<file path="src/mbl_defines.vh">
// Constants shared by the mirror block load sequencer files.
// Behaviour
// Detect array, pick config, initialise before use.
// Host waits for configuration-complete output.
// Raise init-complete after setup; host waits.
// Status, version and ID readable on request.
// Host sends control word on channel 0 first.
// Control words on channels 1-3 are discarded.
// Host streams data only after control word.
// Load request ends block, runs encoded operation.
// Busy output low while operation executes.
// Host waits for busy release before next word.
// Host presents block select and pulse type.
// Pulse start only after busy drops, block loaded.
// Pulse-running output held during whole pulse.
// Pulse type input selects applied pulse kind.
// Forward data with row and block control.
// Ignore load or pulse requests while busy.
`ifndef MBL_DEFINES_VH
`define MBL_DEFINES_VH

`define MBL_CLK_NS        10
`define MBL_PULSE_NS      4000
`define MBL_PULSE_CYC     (`MBL_PULSE_NS / `MBL_CLK_NS)
`define MBL_SETTLE_NS     4000
`define MBL_SETTLE_CYC    (`MBL_SETTLE_NS / `MBL_CLK_NS)
`define MBL_LOAD_PS       5044440
`define MBL_LOAD_CYC      ((`MBL_LOAD_PS + `MBL_CLK_NS * 1000 - 1) / (`MBL_CLK_NS * 1000))
`define MBL_INIT_CYC      64
`define MBL_BLOCK_ROWS    8'h88

`define MBL_OFS_CTRL      8'h00
`define MBL_OFS_STATUS    8'h04
`define MBL_OFS_INFO      8'h08
`define MBL_OFS_CWLO      8'h0c
`define MBL_OFS_CWHI      8'h10
`define MBL_OFS_COUNT     8'h14

`define MBL_CTRL_FWD      0
`define MBL_CTRL_REINIT   1
`define MBL_CTRL_RESET    1'b1

`define MBL_CW_ROW_HI     7
`define MBL_CW_ROW_LO     0
`define MBL_CW_BLK_HI     11
`define MBL_CW_BLK_LO     8

`define MBL_FIFO_W        32
`define MBL_FIFO_D        16
`define MBL_FIFO_AW       4

`endif

</file>
<file path="src/mbl_top.v">
// Mirror block load sequencer: init, block load handshake and pulse control.
//
// The APB slave port and the register offsets are this design's own decisions.
`timescale 1ns/1ns
`include "mbl_defines.vh"
module mbl_top #(
  parameter [15:0] DEV_ID  = 16'h5a01, // arbitrary value
  parameter [15:0] VERSION = 16'h0100  // arbitrary value
) (
  input  wire        pclk,                 // system clock, 100 MHz
  input  wire        presetn,              // async reset, active low
  input  wire [7:0]  paddr,                // APB address
  input  wire        psel,                 // APB select
  input  wire        penable,              // APB enable
  input  wire        pwrite,               // APB write
  input  wire [31:0] pwdata,               // APB write data
  output reg  [31:0] prdata,               // APB read data
  output wire        pready,               // APB ready
  output wire        pslverr,              // APB error
  input  wire        array_present,        // array attached pin
  input  wire [1:0]  array_id,             // array type pins
  output reg         config_done,          // configuration complete
  output reg         init_done,            // initialisation complete
  input  wire        cw_valid,             // control word valid
  input  wire [1:0]  cw_chan,              // control word channel
  input  wire [63:0] cw_data,              // control word
  input  wire        s_valid,              // stream valid
  output wire        s_ready,              // stream ready
  input  wire [31:0] s_data,               // stream data
  input  wire        block_load_request,   // end of block pin
  output wire        block_busy_n,         // block loading busy, low
  input  wire [3:0]  mirror_block_select,  // block for pulse
  input  wire [1:0]  pulse_type_select,    // pulse kind
  input  wire        mirror_pulse_go,      // pulse start pin
  output wire        mirror_pulse_running, // pulse in progress
  output wire        arr_valid,            // array data valid
  input  wire        arr_ready,            // array data accept
  output wire [31:0] arr_data,             // array data
  output reg  [7:0]  arr_row,              // array row address
  output reg  [3:0]  arr_block,            // array load block
  output wire        arr_init,             // array setup active
  output reg         mirror_clock_pulse,   // pulse strobe
  output reg  [1:0]  pulse_type_out,       // applied pulse kind
  output reg  [3:0]  pulse_block_out       // applied pulse block
);
  localparam [2:0] ST_DETECT = 3'h0;
  localparam [2:0] ST_CONFIG = 3'h1;
  localparam [2:0] ST_INIT   = 3'h2;
  localparam [2:0] ST_IDLE   = 3'h3;
  localparam [2:0] ST_OPEN   = 3'h4;
  localparam [2:0] ST_LOAD   = 3'h5;
  localparam [1:0] PS_IDLE   = 2'h0;
  localparam [1:0] PS_RUN    = 2'h1;
  localparam [1:0] PS_SETTLE = 2'h2;
  // Counts are worked out as integers, then cut to the counter width on purpose.
  localparam integer PULSE_I  = `MBL_PULSE_CYC;
  localparam integer SETTLE_I = `MBL_SETTLE_CYC;
  localparam integer LOAD_I   = `MBL_LOAD_CYC;
  localparam integer INIT_I   = `MBL_INIT_CYC;
  localparam [9:0] PULSE_CYC  = PULSE_I[9:0];
  localparam [9:0] SETTLE_CYC = SETTLE_I[9:0];
  localparam [9:0] LOAD_CYC   = LOAD_I[9:0];
  localparam [9:0] INIT_CYC   = INIT_I[9:0];

  wire [10:0] pins_s;
  wire        present_s;
  wire [1:0]  id_s;
  wire        req_s;
  wire        go_s;
  wire [3:0]  blk_s;
  wire [1:0]  type_s;
  reg         req_q_r;
  reg         go_q_r;
  wire        req_rise;
  wire        go_rise;

  reg  [2:0]  state_r;
  reg  [1:0]  pstate_r;
  reg  [9:0]  cnt_r;
  reg  [9:0]  pcnt_r;
  reg  [1:0]  cfg_sel_r;
  reg         loaded_r;
  reg         fwd_en_r;
  reg         reinit_r;
  reg  [63:0] cw_last_r;
  reg  [7:0]  blocks_r;
  reg  [7:0]  pulses_r;
  reg  [7:0]  drops_r;

  wire        open_st;
  wire        drain_st;
  wire        flush_st;
  wire        fifo_in_ready;
  wire        fifo_out_valid;
  wire        fifo_out_ready;
  wire [4:0]  fifo_level;
  wire        cw_take;
  wire        cw_drop;
  wire        arr_take;
  wire        go_take;
  wire        apb_wr;
  wire        apb_setup;
  reg  [31:0] rd_val;
  reg         hit;

  // Pin levels reset low, their idle level, so no false edge follows reset.
  mbl_sync #(
    .W (11)
  ) u_sync (
    .pclk    (pclk),
    .presetn (presetn),
    .d       ({array_present, array_id, block_load_request, mirror_pulse_go,
                mirror_block_select, pulse_type_select}),
    .q       (pins_s)
  );

  assign present_s = pins_s[10];
  assign id_s      = pins_s[9:8];
  assign req_s     = pins_s[7];
  assign go_s      = pins_s[6];
  assign blk_s     = pins_s[5:2];
  assign type_s    = pins_s[1:0];
  assign req_rise  = req_s & ~req_q_r;
  assign go_rise   = go_s & ~go_q_r;

  assign open_st  = (state_r == ST_OPEN);
  assign drain_st = open_st | (state_r == ST_LOAD);

  // Stream is stalled until a block is open, so data never precedes its word.
  assign s_ready        = fifo_in_ready & open_st;
  assign arr_valid      = fifo_out_valid & drain_st & fwd_en_r;
  // Words left from a cut block are dropped during restart, never forwarded later.
  assign flush_st       = (state_r == ST_DETECT) | (state_r == ST_CONFIG) | arr_init;
  assign fifo_out_ready = (arr_ready & drain_st & fwd_en_r) | flush_st;
  assign arr_take       = arr_valid & arr_ready;

  mbl_fifo #(
    .W  (`MBL_FIFO_W),
    .D  (`MBL_FIFO_D),
    .AW (`MBL_FIFO_AW)
  ) u_fifo (
    .pclk      (pclk),
    .presetn   (presetn),
    .in_valid  (s_valid & open_st),
    .in_ready  (fifo_in_ready),
    .in_data   (s_data),
    .out_valid (fifo_out_valid),
    .out_ready (fifo_out_ready),
    .out_data  (arr_data),
    .level     (fifo_level)
  );

  // channel filter
  assign cw_drop = cw_valid & (cw_chan != 2'h0);
  // A word arriving outside idle is lost, not held back for later.
  assign cw_take = cw_valid & (cw_chan == 2'h0) & (state_r == ST_IDLE);

  // Edge, not level: a go held through a busy phase never fires late.
  // pulse start gate
  assign go_take = go_rise & (pstate_r == PS_IDLE) & block_busy_n & loaded_r & init_done;

  // busy while loading
  assign block_busy_n = (state_r != ST_LOAD);
  // running during pulse
  assign mirror_pulse_running = (pstate_r == PS_RUN);
  assign arr_init = (state_r == ST_INIT);

  always @(posedge pclk or negedge presetn) begin
    if (!presetn) begin
      state_r     <= ST_DETECT;
      cnt_r       <= 10'h000;
      cfg_sel_r   <= 2'h0;
      init_done   <= 1'b0;
      config_done <= 1'b0;
      loaded_r    <= 1'b0;
      cw_last_r   <= 64'h0000000000000000;
      arr_row     <= 8'h00;
      arr_block   <= 4'h0;
      blocks_r    <= 8'h00;
      drops_r     <= 8'h00;
      req_q_r     <= 1'b0;
    end else begin
      config_done <= 1'b1;
      req_q_r     <= req_s;
      if (cw_drop) begin
        drops_r <= drops_r + 8'h01;
      end
      if (arr_take) begin
        arr_row <= (arr_row == `MBL_BLOCK_ROWS - 8'h01) ? 8'h00 : arr_row + 8'h01;
      end
      case (state_r)
        // detect, configure, initialise
        ST_DETECT: begin
          init_done <= 1'b0;
          if (present_s) begin
            state_r <= ST_CONFIG;
          end
        end
        ST_CONFIG: begin
          cfg_sel_r <= id_s;
          cnt_r     <= 10'h000;
          state_r   <= ST_INIT;
        end
        ST_INIT: begin
          cnt_r <= cnt_r + 10'h001;
          if (cnt_r == INIT_CYC - 10'h001) begin
            state_r <= ST_IDLE;
          end
        end
        ST_IDLE: begin
          // init complete output
          init_done <= 1'b1;
          // row and block from control word
          if (cw_take) begin
            cw_last_r <= cw_data;
            loaded_r  <= 1'b0;
            arr_block <= cw_data[`MBL_CW_BLK_HI:`MBL_CW_BLK_LO];
            arr_row   <= (cw_data[`MBL_CW_ROW_HI:`MBL_CW_ROW_LO] < `MBL_BLOCK_ROWS) ?
                         cw_data[`MBL_CW_ROW_HI:`MBL_CW_ROW_LO] : 8'h00;
            state_r   <= ST_OPEN;
          end
        end
        ST_OPEN: begin
          // end of block request
          if (req_rise) begin
            cnt_r   <= 10'h000;
            state_r <= ST_LOAD;
          end
        end
        ST_LOAD: begin
          // A block is only complete once every queued word has reached the array.
          if (cnt_r != LOAD_CYC) begin
            cnt_r <= cnt_r + 10'h001;
          end else if (!fifo_out_valid) begin
            loaded_r <= 1'b1;
            blocks_r <= blocks_r + 8'h01;
            state_r  <= ST_IDLE;
          end
        end
        default: begin
          state_r <= ST_DETECT;
        end
      endcase
      if (reinit_r || !present_s) begin
        state_r   <= ST_DETECT;
        loaded_r  <= 1'b0;
        init_done <= 1'b0;
      end
    end
  end

  always @(posedge pclk or negedge presetn) begin
    if (!presetn) begin
      pstate_r           <= PS_IDLE;
      pcnt_r             <= 10'h000;
      go_q_r             <= 1'b0;
      mirror_clock_pulse <= 1'b0;
      pulse_type_out     <= 2'h0;
      pulse_block_out    <= 4'h0;
      pulses_r           <= 8'h00;
    end else begin
      go_q_r             <= go_s;
      mirror_clock_pulse <= 1'b0;
      case (pstate_r)
        PS_IDLE: begin
          // starts while busy are dropped
          if (go_take) begin
            // latch pulse kind
            pulse_type_out     <= type_s;
            pulse_block_out    <= blk_s;
            mirror_clock_pulse <= 1'b1;
            pcnt_r             <= 10'h000;
            pulses_r           <= pulses_r + 8'h01;
            pstate_r           <= PS_RUN;
          end
        end
        PS_RUN: begin
          pcnt_r <= pcnt_r + 10'h001;
          if (pcnt_r == PULSE_CYC - 10'h001) begin
            pcnt_r   <= 10'h000;
            pstate_r <= PS_SETTLE;
          end
        end
        PS_SETTLE: begin
          // Mirrors need to settle before another pulse can be trusted.
          pcnt_r <= pcnt_r + 10'h001;
          if (pcnt_r == SETTLE_CYC - 10'h001) begin
            pstate_r <= PS_IDLE;
          end
        end
        default: begin
          pstate_r <= PS_IDLE;
        end
      endcase

      // A restart abandons any pulse, so no pulse outlives the array setup.
      if (reinit_r || !present_s) begin
        pstate_r           <= PS_IDLE;
        pcnt_r             <= 10'h000;
        mirror_clock_pulse <= 1'b0;
      end
    end
  end

  // Zero wait states: every access completes in its first access cycle.
  assign apb_setup = psel & ~penable;
  assign apb_wr    = psel & penable & pwrite & hit;
  assign pready    = 1'b1;
  assign pslverr   = psel & penable & ~hit;

  // status and identity readback
  always @* begin
    rd_val = 32'h00000000;
    hit    = 1'b1;
    case (paddr)
      `MBL_OFS_CTRL:   rd_val = {31'h00000000, fwd_en_r};
      `MBL_OFS_STATUS: rd_val = {17'h00000, state_r, 2'h0, cfg_sel_r, 2'h0, present_s,
                                 loaded_r, mirror_pulse_running, ~block_busy_n,
                                 init_done, config_done};
      `MBL_OFS_INFO:   rd_val = {VERSION, DEV_ID};
      `MBL_OFS_CWLO:   rd_val = cw_last_r[31:0];
      `MBL_OFS_CWHI:   rd_val = cw_last_r[63:32];
      `MBL_OFS_COUNT:  rd_val = {3'h0, fifo_level, drops_r, pulses_r, blocks_r};
      default:         hit    = 1'b0;
    endcase
  end

  always @(posedge pclk or negedge presetn) begin
    if (!presetn) begin
      prdata   <= 32'h00000000;
      fwd_en_r <= `MBL_CTRL_RESET;
      reinit_r <= 1'b0;
    end else begin
      reinit_r <= 1'b0;
      // Read data is taken in setup so it stands through the access cycle.
      if (apb_setup) begin
        prdata <= rd_val;
      end
      if (apb_wr && (paddr == `MBL_OFS_CTRL)) begin
        fwd_en_r <= pwdata[`MBL_CTRL_FWD];
        reinit_r <= pwdata[`MBL_CTRL_REINIT];
      end
    end
  end
endmodule

</file>
<file path="src/mbl_sync.v">
// Two-flop synchroniser for a bundle of slow pin levels.
`timescale 1ns/1ns
module mbl_sync #(
  parameter W = 1
) (
  input  wire         pclk,    // system clock
  input  wire         presetn, // async reset, active low
  input  wire [W-1:0] d,       // asynchronous levels
  output wire [W-1:0] q        // synchronised levels
);
  reg [W-1:0] s1_r;
  reg [W-1:0] s2_r;

  always @(posedge pclk or negedge presetn) begin
    if (!presetn) begin
      s1_r <= {W{1'b0}};
      s2_r <= {W{1'b0}};
    end else begin
      s1_r <= d;
      s2_r <= s1_r;
    end
  end

  assign q = s2_r;
endmodule

</file>
<file path="src/mbl_fifo.v">
// Small flop-based FIFO with valid and ready on both sides.
`timescale 1ns/1ns
module mbl_fifo #(
  parameter W  = 32,
  parameter D  = 16,
  parameter AW = 4
) (
  input  wire          pclk,      // system clock
  input  wire          presetn,   // async reset, active low
  input  wire          in_valid,  // write request
  output wire          in_ready,  // not full
  input  wire [W-1:0]  in_data,   // write data
  output wire          out_valid, // not empty
  input  wire          out_ready, // read accept
  output wire [W-1:0]  out_data,  // head word
  output wire [AW:0]   level      // words held
);
  reg [W-1:0]  mem_r [0:D-1];
  reg [AW-1:0] wr_ptr_r;
  reg [AW-1:0] rd_ptr_r;
  reg [AW:0]   cnt_r;
  wire         do_wr;
  wire         do_rd;

  assign in_ready  = (cnt_r != D[AW:0]);
  assign out_valid = (cnt_r != {(AW+1){1'b0}});
  assign do_wr     = in_valid & in_ready;
  assign do_rd     = out_valid & out_ready;
  assign out_data  = mem_r[rd_ptr_r];
  assign level     = cnt_r;

  always @(posedge pclk) begin
    if (do_wr) begin
      mem_r[wr_ptr_r] <= in_data;
    end
  end

  always @(posedge pclk or negedge presetn) begin
    if (!presetn) begin
      wr_ptr_r <= {AW{1'b0}};
      rd_ptr_r <= {AW{1'b0}};
      cnt_r    <= {(AW+1){1'b0}};
    end else begin
      if (do_wr) begin
        wr_ptr_r <= wr_ptr_r + 1'b1;
      end
      if (do_rd) begin
        rd_ptr_r <= rd_ptr_r + 1'b1;
      end
      if (do_wr && !do_rd) begin
        cnt_r <= cnt_r + 1'b1;
      end else if (do_rd && !do_wr) begin
        cnt_r <= cnt_r - 1'b1;
      end
    end
  end
endmodule

</file>
<file path="config.mk">
export PLATFORM = sky130hd
export DESIGN_NAME = mbl_top
export DESIGN_NICKNAME = d
export VERILOG_FILES = /design/src/mbl_top.v /design/src/mbl_sync.v /design/src/mbl_fifo.v
export VERILOG_INCLUDE_DIRS = /design/src
export SDC_FILE = /design/constraint.sdc
export NUM_CORES = 1
export LEC_CHECK = 0
export ABC_AREA = 0
export BUFFER_PORTS_ARGS = -buffer_cell sky130_fd_sc_hd__buf_2
export CORE_MARGIN = 2
export CORE_UTILIZATION = 59
export DETAILED_ROUTE_END_ITERATION = 10
export PLACE_DENSITY = 0.79
export SLEW_MARGIN = 20
export SYNTH_ARGS = -nofsm -noshare
export SYNTH_HDL_FRONTEND = slang
export SYNTH_SLANG_ARGS = --single-unit
export TNS_END_PERCENT = 10
</file>
<file path="constraint.sdc">
create_clock -name pclk -period 5.15 [get_ports pclk]
set_clock_uncertainty 0.05 [all_clocks]
set_input_delay 0.7725 -clock pclk [delete_from_list [all_inputs] [get_ports pclk]]
set_output_delay 0.7725 -clock pclk [all_outputs]
set_load 0.05 [all_outputs]
</file>
==> flow_summary.json <==
{
  "syn_inst": 1655,
  "post_layout_nonfiller_instances": 2570,
  "status": "completed",
  "grt_pass1_wl_mm": 103,
  "slew_headroom_pct": 21.4,
  "synthesis.area_um2": 28600,
  "finalWorstSetupSlack_ps": 1030,
  "grt_start_max_net_pins": 97,
  "p_per_area_nw_per_um2": 499,
  "maxCapViolations": 0,
  "die_y_um": 224,
  "postCtsSetupBuffers": 0,
  "synth_area_leaders": "edfxtp_1 54%, dfrtp_1 18%, mux4_2 13%, nand2_1 3.4%, xnor2_1 1.1%",
  "cp-end-kind": "output port",
  "ir_worst_vdd_mv": 0.334,
  "period_needed_ps": 4120,
  "ys_async_sr_fraction_pct": 28.5,
  "cts_buffers": 71,
  "required_ps": 4330,
  "hpwlAfterDp_mm": 38.3,
  "yosysTopAreaCellShare_pct": 53.7,
  "synth-main-ff-cell": "edfxtp_1",
  "ys_top_cells_by_count": "512 x edfxtp_1, 260 x nand2_1, 203 x dfrtp_1",
  "grt_use_total_pct": 27.8,
  "path_max_fanout": 47,
  "yosys.area.top_type": "edfxtp_1",
  "clkSinkCount": 716,
  "critPathKind": "reg -> out",
  "post_drt_wl_per_cell_um": 26.4,
  "ys_seq_area_share_pct": 71.6,
  "timing.final.crit_share_pct": 80.1,
  "placedCellCount": 2436,
  "clock_latency_ps": 610,
  "yosysMostFrequentCell": "edfxtp_1",
  "ys_types": 69,
  "final-setup-viol-count": 0,
  "dieArea_um2": 50300,
  "yosys_register_bits": 716,
  "antenna_left": 0,
  "p_leak_nw": 12.4,
  "routed_wl_mm": 67.9,
  "htreeDepth": 3,
  "drive_gt1_share_pct": 28.4,
  "drt_iter0_drc": 1668,
  "cts_hold_buf": 0,
  "clock.fmax_mhz": 243,
  "hold_path.class": "in -> async",
  "gr-total-overflow": 0,
  "reg2regPathDepth": 6,
  "fp.dieW_um": 224,
  "finalMaxSlewViolations": 0,
  "gp_congestion": 0.818,
  "rows": 80,
  "root_buffer": "clkbuf_16",
  "io_pins": 249,
  "worst_pin_slew_ps": 1180,
  "postCtsResizedCells": 0,
  "fin_nets": 2071,
  "cts_buffer_depth": 3,
  "cp.arrival_ps": 3300,
  "finalHoldViolCount": 0,
  "via_count": 16170,
  "drcViolationCount": 0,
  "syn_avg_cell_area_um2": 17.3,
  "preCtsSetupSlack_ps": 1640,
  "rsz0062_at_grt": "false",
  "drt_pass1_iterations": 5,
  "ys_warn_count": 0,
  "syn2layout_area_growth_pct": 14.7,
  "start_util_pct": 59.8,
  "grt_pass1_vias": 16826,
  "cts_tree": "yes",
  "antenna_found_initial": 8,
  "start_kind": "register",
  "port_buffers": 217,
  "coreArea_um2": 47800,
  "synth_edf_count": 512,
  "clkSlewWorstSetupHoldPaths_ps": 60,
  "viasPerCell": 6.29
}
power breakdown:
group	switching, mW	internal [mW]	leakage [nW]
registers	0.556	6.46	7.28
logic	2.38	1.78	3.95
clock network	2.18	2.99	1.14
total	5.12	11.2	12.4
critical path: stages (launching register included):
cell	delay [ps]
dfrtp_4	800
buf_12	400
mux4_2	610
mux4_2	570
buf_2	250
flip-flops by register name, indices dropped and copies added (netlist names), 2 cells and up:
name and flops:
u_fifo.mem_r 512, cw_last_r 61, prdata 32, u_sync.q 11, u_sync.s1_r 11, cnt_r 10
pcnt_r 10, arr_row 8, blocks_r 8, drops_r 8, pulses_r 8, u_fifo.level 5
pulse_block_out 4, u_fifo.rd_ptr_r 4, u_fifo.wr_ptr_r 4, arr_block 3, state_r 3, cfg_sel_r 2
pstate_r 2, pulse_type_out 2
placed cells by master, fill, tap and decap left out, types with 12 or more instances in the layout:
master,Yosys,layout
o21ai_1,14,14
a21oi_1,20,20
edfxtp_1,512,512
a22o_1,34,34
mux2i_1,27,27
buf_4,7,26
nand2_1,260,260
o2bb2ai_1,17,17
mux4_2,160,160
buf_2,15,216
xnor2_1,36,36
dfrtp_1,203,199
nor3_1,16,12
nand4_1,12,12
clkinv_1,1,16
nor2_4,1,14
clkbuf_1,33,12
nor2_1,56,43
nand3_1,23,22
ha_1,19,19
o21ai_0,26,26
inv_1,15,15
clkbuf_16,0,73
area by class of cell:
type | count | area [µm²]
Fill cell | 3036 | 15000
Timing Repair Buffer | 249 | 1410
Clock inverter | 37 | 359
Sequential cell | 716 | 20500
Clock buffer | 92 | 1960
Multi-Input combinational cell | 840 | 7750
Tap cell | 615 | 769
Antenna cell | 5 | 12.5
Inverter | 16 | 60.1
final timing paths:
| kind | start | endpoint | slack, ps |
|---|---|---|---|
| worst max-delay path | u_fifo.rd_ptr_r[0]$_DFFE_PN0P_ | arr_data[28] | 1030 |
| min in group pclk | mirror_block_select[2] | u_sync.s1_r[4]$_DFF_PN0_ | 220 |
| worst max register to register | state_r[1]$_DFFE_PN0P_ | u_fifo.mem_r[11][19]$_DFFE_PP_ | 1570 |
| worst min-delay path | presetn | prdata[15]$_DFFE_PN0P_ | 180 |
| worst min register to register | u_sync.s1_r[6]$_DFF_PN0_ | u_sync.q[6]$_DFF_PN0_ | 300 |
| max in group asynchronous | presetn | u_sync.q[1]$_DFF_PN0_ | 3820 |
per-layer routing:
layer	vias to the layer above	share of wire, %	global-route usage (%)
met3	144	7.4	4.95
met5	-	0.059	0
met1	8391	37	35.8
met4	6	3.1	10.7
met2	777	53	47.8
li1	6852	-	-
logic make-up (layout without fill, tap and decap cells):
family / count (synthesis) / in the layout / share of synthesized area, %
AO/OA/AOI/OAI: 148 / 148 / 3.69
multiplexers: 196 / 196 / 13.9
other: 1 / 7 / 0.0131
buffers and inverters: 100 / 394 / 1.84
flip-flops: 716 / 716 / 71.6
XOR/XNOR: 46 / 46 / 1.41
AND/OR/NAND/NOR: 428 / 428 / 6.68
adder cells (fa/ha/maj): 20 / 20 / 0.901
through the flow:
stage	hold slack [ps]	area (µm²)	utilization, %	TNS, ps	power, mW
4_1_cts	191	32800	68.5	0	16.5
2_1_floorplan	281	28600	-	-6610	10.3
6_report	178	32800	68.6	0	16.4
3_3_place_gp	284	30500	63.7	0	11.2
5_1_grt	202	32800	68.6	0	16.9
3_5_place_dp	286	30500	63.7	0	11.3
No activity file was read; power rests on OpenSTA's default activity.
